**src/column_packet_pkg.sv**
```systemverilog
// Purpose: Shared constants and types for the column packet link
// Assumes: One channel cycle per sys_clk cycle; packets one cycle wide
// Notes:   Data packets are carried whole, 16 bytes in one cycle
`default_nettype none

package column_packet_pkg;

  localparam int DATA_W        = 128;
  localparam int MASK_W        = 16;
  localparam int BYTE_MASK_W   = 8;
  localparam int BANK_W        = 5;
  localparam int BANKS         = 32;
  localparam int COL_W         = 6;
  localparam int DEV_W         = 5;
  localparam int ROW_DEV_W     = 4;
  localparam int COP_W         = 4;
  localparam int XOP_W         = 5;
  localparam int ROP_W         = 11;
  localparam int EXT_W         = 16;
  localparam int WORD_W        = 32;
  localparam int DATA_WORDS    = 4;
  localparam int ADDR_W        = 8;
  localparam int LAT_W         = 4;

  // Latencies in channel cycles
  localparam logic [LAT_W-1:0] READ_LATENCY_MIN   = 4'h8;
  localparam logic [LAT_W-1:0] READ_LATENCY_MAX   = 4'hC;
  localparam logic [LAT_W-1:0] READ_LATENCY_RESET = 4'h8;
  localparam int               WRITE_LATENCY      = 6;
  localparam logic [LAT_W-1:0] WRITE_LATENCY_CYC  = 4'h6;
  localparam int               RD_PIPE_DEPTH      = 10;
  localparam logic [LAT_W-1:0] RD_IDX_OFFSET      = 4'h3;
  localparam logic [LAT_W-1:0] GAP_DONE           = 4'h1;

  // Column opcode, low three bits
  localparam logic [2:0] COL_NOOP        = 3'h0;
  localparam logic [2:0] COL_WRITE       = 3'h1;
  localparam logic [2:0] COL_READ        = 3'h3;
  localparam logic [2:0] COL_PRECHARGE   = 3'h4;
  localparam logic [2:0] COL_WRITE_AUTO  = 3'h5;
  localparam logic [2:0] COL_READ_AUTO   = 3'h7;
  localparam int         COP_RELAX_BIT   = 3;

  // Extended opcode bits and payload fields
  localparam int XOP_PRECHARGE_BIT = 4;
  localparam int XOP_CAL_BIT       = 3;
  localparam int XOP_SAMPLE_BIT    = 2;
  localparam int XOP_RELAX_BIT     = 1;
  localparam int XOP_RESERVED_BIT  = 0;
  localparam int EXT_DEV_LSB       = 10;
  localparam int EXT_BANK_LSB      = 5;

  // Row opcode patterns
  localparam int         ROP_PRE_LSB    = 6;
  localparam logic [4:0] ROP_PRE_CODE   = 5'h18;
  localparam int         ROP_NAP_LSB    = 4;
  localparam logic [4:0] ROP_NAP_CODE   = 5'h03;
  localparam int         ROP_RELAX_BIT  = 3;
  localparam logic [2:0] ROP_PLAIN      = 3'h0;

  // Controller command word layouts
  localparam int ROW_WORD_W    = 23;
  localparam int ROW_AV_BIT    = 22;
  localparam int ROW_T_BIT     = 21;
  localparam int ROW_F_BIT     = 20;
  localparam int ROW_DEV_LSB   = 16;
  localparam int ROW_BANK_LSB  = 11;
  localparam int COL_WORD_W    = 21;
  localparam int COLW_S_BIT    = 20;
  localparam int COLW_DEV_LSB  = 15;
  localparam int COLW_OP_LSB   = 11;
  localparam int COLW_BANK_LSB = 6;
  localparam int EXT_WORD_W    = 17;
  localparam int EXT_MSEL_BIT  = 16;

  // Controller register map
  localparam logic [ADDR_W-1:0] REG_ROW    = 8'h00;
  localparam logic [ADDR_W-1:0] REG_COL    = 8'h04;
  localparam logic [ADDR_W-1:0] REG_EXT    = 8'h08;
  localparam logic [ADDR_W-1:0] REG_RLAT   = 8'h0C;
  localparam logic [ADDR_W-1:0] REG_STATUS = 8'h10;
  localparam logic [3:0]        WDATA_PAGE = 4'h2;
  localparam logic [3:0]        RDATA_PAGE = 4'h3;
  localparam int                STAT_BUSY  = 0;
  localparam int                STAT_SEEN  = 1;

  typedef enum logic [1:0] {
    STANDBY_STATE   = 2'b01,
    ATTENTION_STATE = 2'b10
  } power_e;
  localparam int ATTENTION_BIT = 1;

  function automatic logic [BANKS-1:0] bank_onehot(input logic [BANK_W-1:0] bank);
    bank_onehot       = '0;
    bank_onehot[bank] = 1'b1;
  endfunction : bank_onehot

endpackage : column_packet_pkg

`default_nettype wire

```
**src/column_link.sv**
```systemverilog
// Purpose: Packet channel between memory controller and device
// Assumes: Both ends on sys_clk
// Notes:   All packet signals are one-cycle wide
`default_nettype none

interface column_link;
  import column_packet_pkg::*;

  logic                 row_activate;
  logic                 row_select_true_bit;
  logic                 row_select_false_bit;
  logic [ROW_DEV_W-1:0] row_device_bits;
  logic [BANK_W-1:0]    row_bank_field;
  logic [ROP_W-1:0]     row_opcode;
  logic                 col_start;
  logic [DEV_W-1:0]     column_device_field;
  logic [COP_W-1:0]     column_opcode;
  logic [BANK_W-1:0]    column_bank_field;
  logic [COL_W-1:0]     column_address_field;
  logic                 mask_select;
  logic [EXT_W-1:0]     ext_payload;
  logic                 d_valid;
  logic [DATA_W-1:0]    d_data;
  logic                 q_valid;
  logic [DATA_W-1:0]    q_data;
  logic                 lat_load;
  logic [LAT_W-1:0]     lat_value;

  modport device (
    input  row_activate, row_select_true_bit, row_select_false_bit, row_device_bits,
    input  row_bank_field, row_opcode,
    input  col_start, column_device_field, column_opcode, column_bank_field,
    input  column_address_field, mask_select, ext_payload,
    input  d_valid, d_data, lat_load, lat_value,
    output q_valid, q_data
  );

  modport controller (
    output row_activate, row_select_true_bit, row_select_false_bit, row_device_bits,
    output row_bank_field, row_opcode,
    output col_start, column_device_field, column_opcode, column_bank_field,
    output column_address_field, mask_select, ext_payload,
    output d_valid, d_data, lat_load, lat_value,
    input  q_valid, q_data
  );

endinterface : column_link

`default_nettype wire

```
**src/column_packet_decoder.sv**
```systemverilog
// Purpose: Device end: decodes row, column and extended packets
// Assumes: Packets arrive one per cycle per bus on sys_clk
// Notes:   Write buffer holds one write; read data is delayed in a pipe
//
// What this block does
// Broadcast attention command never enters attention
// Combined row opcodes act together
// Column packets act only in attention
// Clear start ignored; mismatch/no-op retires; reserved idle
// Write retires buffer, then loads new column
// Read fetches addressed column of addressed bank
// Column precharge retires buffer, then precharges bank
// Write autoprecharge precharges bank after retire
// Read autoprecharge precharges bank afterwards
// Opcode top bit moves device to standby
// Mask packet gives byte masks to pending write
// Extended mismatch or zero opcode does nothing
// Extended top bit precharges extended bank
// Extended patterns select calibrate or calibrate-sample
// Extended bit one relaxes; bit zero reserved
// Command times from packet end, data from start
// Read data follows after programmed latency 8..12
// Write data captured after write latency
// Read may follow write with no gap
// Controller spaces read-then-write by latency difference
// Mask bit one writes byte, zero suppresses
// Extended packet after write writes all bytes
// Programmed read latency held for every read
`default_nettype none

module column_packet_decoder
  import column_packet_pkg::*;
#(
  parameter logic [DEV_W-1:0] DEVICE_IDENTIFIER = 5'h00
)(
  // Clock and reset
  input  wire logic                 sys_clk,
  input  wire logic                 reset_n,
  // Channel
  column_link.device                link,
  // Power state
  output logic                      in_attention,
  // Write buffer retire to array
  output logic                      retire_valid,
  output logic [BANK_W-1:0]         retire_bank,
  output logic [COL_W-1:0]          retire_col,
  output logic [DATA_W-1:0]         retire_data,
  output logic [MASK_W-1:0]         retire_mask,
  // Array read
  output logic                      rd_req,
  output logic [BANK_W-1:0]         rd_bank,
  output logic [COL_W-1:0]          rd_col,
  input  wire logic [DATA_W-1:0]    array_rd_data,
  // Bank and current control
  output logic [BANKS-1:0]          precharge_banks,
  output logic                      cal_drive,
  output logic                      cal_sample,
  output logic                      nap_req
);

  typedef struct packed {
    power_e                                power;
    logic                                  wb_valid;
    logic                                  wb_auto;
    logic [BANK_W-1:0]                     wb_bank;
    logic [COL_W-1:0]                      wb_col;
    logic [DATA_W-1:0]                     wb_data;
    logic [MASK_W-1:0]                     wb_mask;
    logic [WRITE_LATENCY-1:0]              wr_pipe;
    logic                                  mask_slot;
    logic [RD_PIPE_DEPTH-1:0]              rd_pipe_valid;
    logic [RD_PIPE_DEPTH-1:0][DATA_W-1:0]  rd_pipe_data;
    logic [LAT_W-1:0]                      read_latency;
    logic                                  read_pre_pend;
    logic [BANK_W-1:0]                     read_pre_bank;
    logic                                  retire_valid;
    logic [BANK_W-1:0]                     retire_bank;
    logic [COL_W-1:0]                      retire_col;
    logic [DATA_W-1:0]                     retire_data;
    logic [MASK_W-1:0]                     retire_mask;
    logic                                  rd_req;
    logic [BANK_W-1:0]                     rd_bank;
    logic [COL_W-1:0]                      rd_col;
    logic [BANKS-1:0]                      precharge_banks;
    logic                                  cal_drive;
    logic                                  cal_sample;
    logic                                  nap_req;
    logic                                  q_valid;
    logic [DATA_W-1:0]                     q_data;
  } device_state_s;

  localparam device_state_s DEVICE_RESET = '{
    power:        STANDBY_STATE,
    read_latency: READ_LATENCY_RESET,
    default:      '0
  };

  device_state_s s;
  device_state_s next_s;

  always_comb
  begin
    logic                broadcast;
    logic                device_match;
    logic                do_retire;
    logic                do_load;
    logic                load_auto;
    logic [LAT_W-1:0]    rd_idx;
    logic [DEV_W-1:0]    x_dev;
    logic [BANK_W-1:0]   x_bank;
    logic [XOP_W-1:0]    x_op;
    broadcast    = link.row_select_true_bit & link.row_select_false_bit;
    device_match = broadcast
                 | ((link.row_select_true_bit ^ link.row_select_false_bit)
                    && (DEVICE_IDENTIFIER == {link.row_select_true_bit, link.row_device_bits}));
    do_retire    = 1'b0;
    do_load      = 1'b0;
    load_auto    = 1'b0;
    rd_idx       = s.read_latency - RD_IDX_OFFSET;
    x_dev        = link.ext_payload[EXT_DEV_LSB +: DEV_W];
    x_bank       = link.ext_payload[EXT_BANK_LSB +: BANK_W];
    x_op         = link.ext_payload[XOP_W-1:0];

    next_s                 = s;
    next_s.retire_valid    = 1'b0;
    next_s.rd_req          = 1'b0;
    next_s.precharge_banks = '0;
    next_s.cal_drive       = 1'b0;
    next_s.cal_sample      = 1'b0;
    next_s.nap_req         = 1'b0;
    next_s.mask_slot       = 1'b0;
    next_s.read_pre_pend   = 1'b0;

    // Write data lands a fixed time after its command
    next_s.wr_pipe = {s.wr_pipe[WRITE_LATENCY-2:0], 1'b0};
    if (s.wr_pipe[WRITE_LATENCY-1])
      next_s.wb_data = link.d_data;

    // Mask slot after a write
    if (s.mask_slot)
      next_s.wb_mask = link.mask_select ? link.ext_payload : '1;

    // Out-of-range latency ignored
    if (link.lat_load && link.lat_value >= READ_LATENCY_MIN
        && link.lat_value <= READ_LATENCY_MAX)
      next_s.read_latency = link.lat_value;

    // Read pipe tapped at latency
    next_s.rd_pipe_valid = {s.rd_pipe_valid[RD_PIPE_DEPTH-2:0], s.rd_req};
    next_s.rd_pipe_data  = {s.rd_pipe_data[RD_PIPE_DEPTH-2:0], array_rd_data};
    next_s.q_valid       = s.rd_pipe_valid[rd_idx];
    next_s.q_data        = s.rd_pipe_data[rd_idx];

    if (s.read_pre_pend)
      next_s.precharge_banks = bank_onehot(s.read_pre_bank);

    // Row opcode parts act together
    if (device_match)
    begin
      if (link.row_activate)
      begin
        if (!broadcast)
          next_s.power = ATTENTION_STATE;
      end
      else if (link.row_opcode[2:0] == ROP_PLAIN)
      begin
        if (link.row_opcode[ROP_PRE_LSB +: 5] == ROP_PRE_CODE)
          next_s.precharge_banks |= bank_onehot(link.row_bank_field);
        if (link.row_opcode[ROP_NAP_LSB +: 5] == ROP_NAP_CODE)
          next_s.nap_req = 1'b1;
        if (link.row_opcode[ROP_RELAX_BIT])
          next_s.power = STANDBY_STATE;
        else if (!broadcast)
          next_s.power = ATTENTION_STATE;
      end
    end

    // Column packets
    if (link.col_start && s.power == ATTENTION_STATE)
    begin
      if (link.column_device_field != DEVICE_IDENTIFIER)
        do_retire = 1'b1;
      else
      begin
        case (link.column_opcode[2:0])
          COL_NOOP:
            do_retire = 1'b1;
          COL_WRITE, COL_WRITE_AUTO:
          begin
            do_retire = 1'b1;
            do_load   = 1'b1;
            load_auto = link.column_opcode[2:0] == COL_WRITE_AUTO;
          end
          COL_READ, COL_READ_AUTO:
          begin
            next_s.rd_req  = 1'b1;
            next_s.rd_bank = link.column_bank_field;
            next_s.rd_col  = link.column_address_field;
            if (link.column_opcode[2:0] == COL_READ_AUTO)
            begin
              next_s.read_pre_pend = 1'b1;
              next_s.read_pre_bank = link.column_bank_field;
            end
          end
          COL_PRECHARGE:
          begin
            do_retire = 1'b1;
            next_s.precharge_banks |= bank_onehot(link.column_bank_field);
          end
          default: ;
        endcase
        if (link.column_opcode[COP_RELAX_BIT])
          next_s.power = STANDBY_STATE;
      end
    end

    // Extended packets
    if (!link.mask_select && x_dev == DEVICE_IDENTIFIER && x_op != '0
        && !x_op[XOP_RESERVED_BIT])
    begin
      if (x_op[XOP_PRECHARGE_BIT])
        next_s.precharge_banks |= bank_onehot(x_bank);
      if (x_op[XOP_CAL_BIT])
      begin
        next_s.cal_drive  = 1'b1;
        next_s.cal_sample = x_op[XOP_SAMPLE_BIT];
      end
      if (x_op[XOP_RELAX_BIT])
        next_s.power = STANDBY_STATE;
    end

    // Retire takes this cycle's mask and data
    if (do_retire && s.wb_valid)
    begin
      next_s.retire_valid = 1'b1;
      next_s.retire_bank  = s.wb_bank;
      next_s.retire_col   = s.wb_col;
      next_s.retire_data  = next_s.wb_data;
      next_s.retire_mask  = next_s.wb_mask;
      next_s.wb_valid     = 1'b0;
      if (s.wb_auto)
        next_s.precharge_banks |= bank_onehot(s.wb_bank);
    end

    if (do_load)
    begin
      next_s.wb_valid   = 1'b1;
      next_s.wb_auto    = load_auto;
      next_s.wb_bank    = link.column_bank_field;
      next_s.wb_col     = link.column_address_field;
      next_s.wb_mask    = '1;
      next_s.wr_pipe[0] = 1'b1;
      next_s.mask_slot  = 1'b1;
    end
  end

  always_ff @(posedge sys_clk)
  begin
    if (!reset_n)
      s <= DEVICE_RESET;
    else
      s <= next_s;
  end

  assign in_attention    = s.power[ATTENTION_BIT];
  assign retire_valid    = s.retire_valid;
  assign retire_bank     = s.retire_bank;
  assign retire_col      = s.retire_col;
  assign retire_data     = s.retire_data;
  assign retire_mask     = s.retire_mask;
  assign rd_req          = s.rd_req;
  assign rd_bank         = s.rd_bank;
  assign rd_col          = s.rd_col;
  assign precharge_banks = s.precharge_banks;
  assign cal_drive       = s.cal_drive;
  assign cal_sample      = s.cal_sample;
  assign nap_req         = s.nap_req;
  assign link.q_valid    = s.q_valid;
  assign link.q_data     = s.q_data;

endmodule : column_packet_decoder

`default_nettype wire

```
**src/flat_wrapper.sv**
```systemverilog
// flat-port wrapper written by rule: the top's interface ports become plain ports
module column_packet_decoder_flat import column_packet_pkg::*;
#(
  parameter logic [DEV_W-1:0] DEVICE_IDENTIFIER = 5'h00
)
  (sys_clk, reset_n, in_attention, retire_valid, retire_bank, retire_col, retire_data, retire_mask, rd_req, rd_bank, rd_col, array_rd_data, precharge_banks, cal_drive, cal_sample, nap_req, link_row_activate, link_row_select_true_bit, link_row_select_false_bit, link_row_device_bits, link_row_bank_field, link_row_opcode, link_col_start, link_column_device_field, link_column_opcode, link_column_bank_field, link_column_address_field, link_mask_select, link_ext_payload, link_d_valid, link_d_data, link_lat_load, link_lat_value, link_q_valid, link_q_data);
  column_link link_i ();
  input  wire logic sys_clk;
  input  wire logic reset_n;
  output logic in_attention;
  output logic retire_valid;
  output logic [BANK_W-1:0] retire_bank;
  output logic [COL_W-1:0] retire_col;
  output logic [DATA_W-1:0] retire_data;
  output logic [MASK_W-1:0] retire_mask;
  output logic rd_req;
  output logic [BANK_W-1:0] rd_bank;
  output logic [COL_W-1:0] rd_col;
  input  wire logic [DATA_W-1:0] array_rd_data;
  output logic [BANKS-1:0] precharge_banks;
  output logic cal_drive;
  output logic cal_sample;
  output logic nap_req;
  input wire logic [$bits(link_i.row_activate)-1:0] link_row_activate;
  input wire logic [$bits(link_i.row_select_true_bit)-1:0] link_row_select_true_bit;
  input wire logic [$bits(link_i.row_select_false_bit)-1:0] link_row_select_false_bit;
  input wire logic [$bits(link_i.row_device_bits)-1:0] link_row_device_bits;
  input wire logic [$bits(link_i.row_bank_field)-1:0] link_row_bank_field;
  input wire logic [$bits(link_i.row_opcode)-1:0] link_row_opcode;
  input wire logic [$bits(link_i.col_start)-1:0] link_col_start;
  input wire logic [$bits(link_i.column_device_field)-1:0] link_column_device_field;
  input wire logic [$bits(link_i.column_opcode)-1:0] link_column_opcode;
  input wire logic [$bits(link_i.column_bank_field)-1:0] link_column_bank_field;
  input wire logic [$bits(link_i.column_address_field)-1:0] link_column_address_field;
  input wire logic [$bits(link_i.mask_select)-1:0] link_mask_select;
  input wire logic [$bits(link_i.ext_payload)-1:0] link_ext_payload;
  input wire logic [$bits(link_i.d_valid)-1:0] link_d_valid;
  input wire logic [$bits(link_i.d_data)-1:0] link_d_data;
  input wire logic [$bits(link_i.lat_load)-1:0] link_lat_load;
  input wire logic [$bits(link_i.lat_value)-1:0] link_lat_value;
  output wire logic [$bits(link_i.q_valid)-1:0] link_q_valid;
  output wire logic [$bits(link_i.q_data)-1:0] link_q_data;
  assign link_i.row_activate = link_row_activate;
  assign link_i.row_select_true_bit = link_row_select_true_bit;
  assign link_i.row_select_false_bit = link_row_select_false_bit;
  assign link_i.row_device_bits = link_row_device_bits;
  assign link_i.row_bank_field = link_row_bank_field;
  assign link_i.row_opcode = link_row_opcode;
  assign link_i.col_start = link_col_start;
  assign link_i.column_device_field = link_column_device_field;
  assign link_i.column_opcode = link_column_opcode;
  assign link_i.column_bank_field = link_column_bank_field;
  assign link_i.column_address_field = link_column_address_field;
  assign link_i.mask_select = link_mask_select;
  assign link_i.ext_payload = link_ext_payload;
  assign link_i.d_valid = link_d_valid;
  assign link_i.d_data = link_d_data;
  assign link_i.lat_load = link_lat_load;
  assign link_i.lat_value = link_lat_value;
  assign link_q_valid = link_i.q_valid;
  assign link_q_data = link_i.q_data;
  column_packet_decoder #(.DEVICE_IDENTIFIER(DEVICE_IDENTIFIER)) u_core (.sys_clk(sys_clk), .reset_n(reset_n), .link(link_i), .in_attention(in_attention), .retire_valid(retire_valid), .retire_bank(retire_bank), .retire_col(retire_col), .retire_data(retire_data), .retire_mask(retire_mask), .rd_req(rd_req), .rd_bank(rd_bank), .rd_col(rd_col), .array_rd_data(array_rd_data), .precharge_banks(precharge_banks), .cal_drive(cal_drive), .cal_sample(cal_sample), .nap_req(nap_req));
endmodule
```
**config.mk**
```make
export PLATFORM = sky130hd
export DESIGN_NAME = column_packet_decoder_flat
export DESIGN_NICKNAME = d
export VERILOG_FILES = /design/src/column_packet_pkg.sv /design/src/column_link.sv /design/src/column_packet_decoder.sv /design/src/flat_wrapper.sv
export SDC_FILE = /design/constraint.sdc
export NUM_CORES = 2
export LEC_CHECK = 0
export BUFFER_PORTS_ARGS = -buffer_cell sky130_fd_sc_hd__buf_2
export CORE_ASPECT_RATIO = 0.75
export CORE_UTILIZATION = 35
export DETAILED_ROUTE_END_ITERATION = 8
export GPL_TIMING_DRIVEN = 0
export HOLD_SLACK_MARGIN = 0.02
export SETUP_SLACK_MARGIN = 0.1
export SLEW_MARGIN = 10
export SYNTH_ARGS = -nofsm -noshare
export SYNTH_HDL_FRONTEND = slang
export SYNTH_SLANG_ARGS = --single-unit
```
**constraint.sdc**
```tcl
create_clock -name sys_clk -period 6.34 [get_ports sys_clk]
set_input_delay 0.634 -clock sys_clk [delete_from_list [all_inputs] [get_ports sys_clk]]
set_output_delay 0.634 -clock sys_clk [all_outputs]
set_load 0.01 [all_outputs]
```
==> Yosys cells after proc, flatten, opt, wreduce, memory -nomap -nowiden <==
Cells that the tools add are included.
{ "totals": {"memories": 0, "in_bits": 325, "rom_bits": 0, "elab_cells": 161, "output_inout_bits": 333, "ff_bits": 1798, "ramBits": 0, "latchBits": 0} }
{ "op_classes": {"n_mux": 57, "eq_ne": 8, "magnitude_cmp": 13, "addsub": 1, "n_div": 0, "n_reduce_logical": 32, "multipliers": 0, "shifts": 0, "bitwise_logic": 13} }
{ "ops": {"columns": ["op", "n"], "rows": [
  ["$bmux W128 S4", 1],
  ["$mux W32", 11],
  ["$mux W128", 2],
  ["$mux W156", 1],
  ["$or A32 B32 Y32", 4],
  ["$mux W16", 3],
  ["$mux W34", 1],
  ["$lt A5 B6 Y1 const B", 5],
  ["$demux W1 S5", 5],
  ["$ge A5 B1 Y1 const B", 5],
  ["$mux W2", 12],
  ["$mux W1", 17],
  ["$logic_and A1 B1 Y1", 13],
  ["$mux W13", 1],
  ["$mux W12", 1],
  ["$reduce_or A4 Y1", 3],
  ["$logic_not A5 Y1", 2],
  ["$reduce_bool A5 Y1", 2],
  ["$eq A3 B3 Y1 const B", 3],
  ["$logic_not A3 Y1", 2],
  ["$mux W6", 1],
  ["$not A1 Y1", 6],
  ["$reduce_and A3 Y1", 2],
  ["$eq A5 B2 Y1 const B", 1],
  ["other kinds (18)", 20]
]} }

==> Longest topological paths before layout <==
{ "depth": {"ltp_word": 20, "mapped_depth": 9, "ltp_nobuf": 6} }

==> Worst setup path after synthesis <==
Ideal clock, no wire load.
{ "synth_timing": {"path_kind": "input -> register", "from": "input port link_column_device_field[0]", "to": "register u_core.s (netlist bit u_core.retire_mask[14])", "arrival_ps": 2167, "setup_slack_ps": 4040, "stages": 9, "setup_ps": 132, "n_path_buf": 4, "required_time_ps": 6208, "path_cell_list": "or4_4 or2_1 buf_6 and3_4 buf_6 buf_6 buf_6 nand2_1 a21oi_1"} }
{ "synth_via": {"elab_chain_len": 4} }
{ "synth_rtl": {"columns": ["element", "line", "source"], "rows": [
  ["from (decl)", "flat_wrapper.sv:31", "input wire logic [$bits(link_i.column_device_field)-1:0] link_column_device_field;"],
  ["$reduce_bool A5 Y1", "column_packet_decoder.sv:181", "if (link.column_device_field != DEVICE_IDENTIFIER)"],
  ["$mux W1", "column_packet_decoder.sv:181", null],
  ["$mux W1", "column_packet_decoder.sv:179", "if (link.col_start && s.power == ATTENTION_STATE)"],
  ["$logic_and A1 B1 Y1", "column_packet_decoder.sv:233", "if (do_retire && s.wb_valid)"],
  ["to (signal assigned)", "column_packet_decoder.sv:262", "s <= next_s;"],
  ["to (decl)", "column_packet_decoder.sv:98", "device_state_s s;"]
]} }
Every way passes these cells.
A chain may end at the register's enable or synchronous reset.

==> Worst setup path in the final report <==
{ "layout_timing": {"from": "register u_core.s[339] (netlist bit)", "to": "register u_core.s (netlist bit u_core.link.q_data[47])"} }
{ "layout_via": {"elab_chain_len": 3} }
{ "layout_rtl": {"columns": ["element", "line", "source"], "rows": [
  ["$sub A4 B2 Y4", "column_packet_decoder.sv:119", "rd_idx = s.read_latency - RD_IDX_OFFSET;"],
  ["$bmux W128 S4", "column_packet_decoder.sv:152", "next_s.q_data = s.rd_pipe_data[rd_idx];"],
  ["$mux W128 (implied by the code)", "column_packet_decoder.sv:152", null]
]} }
Every way passes these cells. The select of a mux whose other input is x is not followed.

==> impl_metrics.yaml <==
status:
  status: "finished, final reports clean"
timing:
  relSlewSlack_pct: 9.48
  fin_worst_skew_ns: 0.0482
  tightest_slew_ns: 1.36
  fin_crit_sh_pct: 61.6
  drv_slew: 0
  rsz0062_at_grt: "no"
  setup_viol: 0
  fin_setup_tns_ns: 0
  holdWs_ns: 0.0852
  max_freq_ghz: 0.256
  hold_violations: 0
  layout_min_cycle_time_ns: 3.90
synthesis:
  yosys.area_share.simple_pct: 17.2
  synth-edff-count: 0
  synth_area_um2: 63600
  ys_seq_elements: 1797
  synthCells: 5478
  avgSynthCellArea_um2: 11.6
  synth_xor_area_share_pct: 0.0276
  yosys_warnings: 0
  synth_nets: 5805
  synth.mux.area_fraction_pct: 15.3
  synthArstFlopShare_pct: 0
  synthFlopType: "dfxtp_1"
  yosysSeqAreaShare_pct: 56.6
  synth_adder_area_share_pct: 0.0394
  synth_compound_area_share_pct: 4.49
  synth_top_family_by_area: "simple AND/OR/NAND/NOR gates"
  yosysUniqueCellTypes: 60
global_routing:
  grt_pass1_wl_um: 287000
  antenna_found_initial: 30
  track_usage_pct: 21.1
  grt_max_degree: 17
  grt_pass1_vias: 42839
  grt-ovfl-total: 0
floorplanning:
  rows: 135
  die_area_um2: 183000
  die_h_um: 371
  die_w_um: 494
  ios: 658
  start_util_pct: 35.2
  design.core.area_um2: 180000
detailed_routing:
  first_pass_iters: 5
  drt_iter0_markers: 3365
  vias: 44024
  avgRoutedWirePerCell_um: 22.1
  via_per_inst: 4.89
  drt_wl_total_um: 199000
  postRouteAntennaNets: 0
  drc: 0
power_and_ir_drop:
  p_leak_nw: 30.7
  vdd_drop_max_v: 0.000211
  power_density_nw_per_um2: 304
hold_path:
  min_path_type: "in -> reg"
clocking:
  cts.path.max_buffers: 3
  clk_latency_ns: 0.82
  cts_made_buffers: 175
  cts_htree_levels: 4
  cts.clk_slew.worst_paths_ns: 0.06
  cts_sinks: 1797
  cts_tree: "done"
  root_buffer: "clkbuf_16"
critical_path:
  r2r_slack_ns: 2.44
  endpoint: "u_core.link.q_data[47]"
  critPathLaunch: "u_core.s[339]"
  r2r-start: "u_core.s[339]"
  endpoint_kind: "flop"
  cp.required_ns: 6.99
  r2r_end: "u_core.link.q_data[47]"
  cp-start-kind: "flop"
  crit_fanout: 10
  r2r_cells: 7
  critPathKind: "reg -> reg"
  crit_arrival_ns: 4.56
flow_run:
  drv_cap: 0
placed_design:
  post-dp-hpwl_um: 146000
  portBuffers: 654
  place_congestion: 0.926
final_layout:
  fin_nets: 6765
  final_util_pct: 42.8
  area_growth_pct: 21.6
  n_fill_cell: 16995
  drive_gt1_share_pct: 24.7
[report_power, final]
| part | leakage [nW] | switching, mW | internal [mW] |
|---|---|---|---|
| clock | 2.96 | 4.67 | 6.25 |
| sequential | 14.5 | 0.0713 | 11.4 |
| combinational | 13.2 | 0.643 | 0.414 |
| total | 30.7 | 5.38 | 18.1 |
[layout make-up]
class	count	area [µm²]	share of cell area, %
Clock buffer	263	5150	6.66
Multi-Input combinational cell	2962	23500	30.5
Antenna cell	20	50.0	0.0648
Buffer	710	4050	5.23
Sequential cell	1797	36000	46.6
Inverter	9	33.8	0.0437
Clock inverter	59	917	1.19
Timing Repair Buffer	783	4560	5.91
Tap cell	2397	3000	3.88
[critical path: stages (launching register included)]
cell      delay, ns
dfxtp_1        0.35
ha_1           0.28
clkbuf_1       0.60
clkbuf_1       0.97
clkbuf_1       0.66
mux4_2         0.33
mux2i_1        0.06
o22ai_1        0.49
[routing by layer]
layer / vias to the layer above / part of all wire, % / GRT usage (%) / wire (µm)
met5: - / 0.030 / 0 / 60
met4: 10 / 2.8 / 6.44 / 5490
met3: 306 / 6.5 / 4.10 / 12900
met2: 1330 / 43 / 30.8 / 85300
met1: 22084 / 48 / 31.2 / 95100
li1: 20294 / - / - / -
[synthesized netlist by cell type (22+ instances only)]
master / number / share of area, %
o31ai_1: 132 / 1.6
mux2i_1: 389 / 6.1
dfxtp_1: 1797 / 57
nand3_1: 171 / 1.3
o21ai_0: 49 / 0.39
clkbuf_1: 278 / 1.6
nor2_1: 165 / 0.97
a21oi_1: 61 / 0.48
buf_1: 22 / 0.13
nand2_1: 111 / 0.66
buf_4: 329 / 3.9
and2_1: 1299 / 13
o22ai_1: 150 / 1.5
buf_2: 77 / 0.61
mux4_2: 258 / 9.1
[cells in the final DEF, fill, tap and decap left out, types with 132 or more instances in the layout]
cell type,n
mux4_2,258
and2_1,1299
nor2_1,165
clkbuf_1,307
dfxtp_1,1797
buf_4,329
o31ai_1,132
mux2i_1,389
clkbuf_16,175
nand3_1,171
o22ai_1,150
buf_2,731
[repair_timing]
action,4_1_cts,5_1_grt
hold endpoints to repair,129,0
gates resized for setup,0,0
hold buffers,129,0
setup buffers,0,0
setup endpoints to repair,0,0
[kinds of logic (layout without fill, tap and decap cells)]
group	count (synthesis)	count (layout)
buffers and inverters	719	1824
flip-flops	1797	1797
adder cells (fa/ha/maj)	2	2
AND/OR/NAND/NOR	1873	1873
AO/OA/AOI/OAI	438	438
XOR/XNOR	2	2
other	0	20
multiplexers	647	647
[stage by stage]
step	setup WS (ns)	total power, mW	std cells	area (µm²)
after detailed placement	2.31	12.7	8529	69800
final	2.44	23.5	9000	77300
after floorplan	4.04	12.2	5478	63600
after global placement	1.98	12.7	8529	69800
after CTS	2.39	23.7	8980	77200
after global routing	2.27	24.3	8988	77200
[registers in the layout, summed over array words and instances (netlist names)]
name / count
u_core.next_s: 1166
u_core.s: 298
u_core.link.q_data: 128
u_core.retire_data: 128
u_core.precharge_banks: 32
u_core.retire_mask: 16
u_core.rd_col: 6
u_core.retire_col: 6
u_core.rd_bank: 5
u_core.retire_bank: 5
u_core.cal_drive: 1
u_core.cal_sample: 1
u_core.in_attention: 1
u_core.link.q_valid: 1
u_core.nap_req: 1
u_core.rd_req: 1
u_core.retire_valid: 1
[how the worst min path moves through the flow]
stage                              startpoint             endpoint  slack, ns  cells past startpoint
after floorplan           u_core.next_s[1635]  u_core.next_s[1636]       0.41                      1
after global placement    u_core.next_s[1636]  u_core.next_s[1637]       0.42                      1
after detailed placement  u_core.next_s[1635]  u_core.next_s[1636]       0.43                      1
after CTS                     link_d_data[94]       u_core.s[1749]       0.02                      3
after global routing       array_rd_data[126]   u_core.next_s[596]       0.03                      2
final                      array_rd_data[124]   u_core.next_s[594]       0.09                      2
Power figures use the tool's default switching activity.
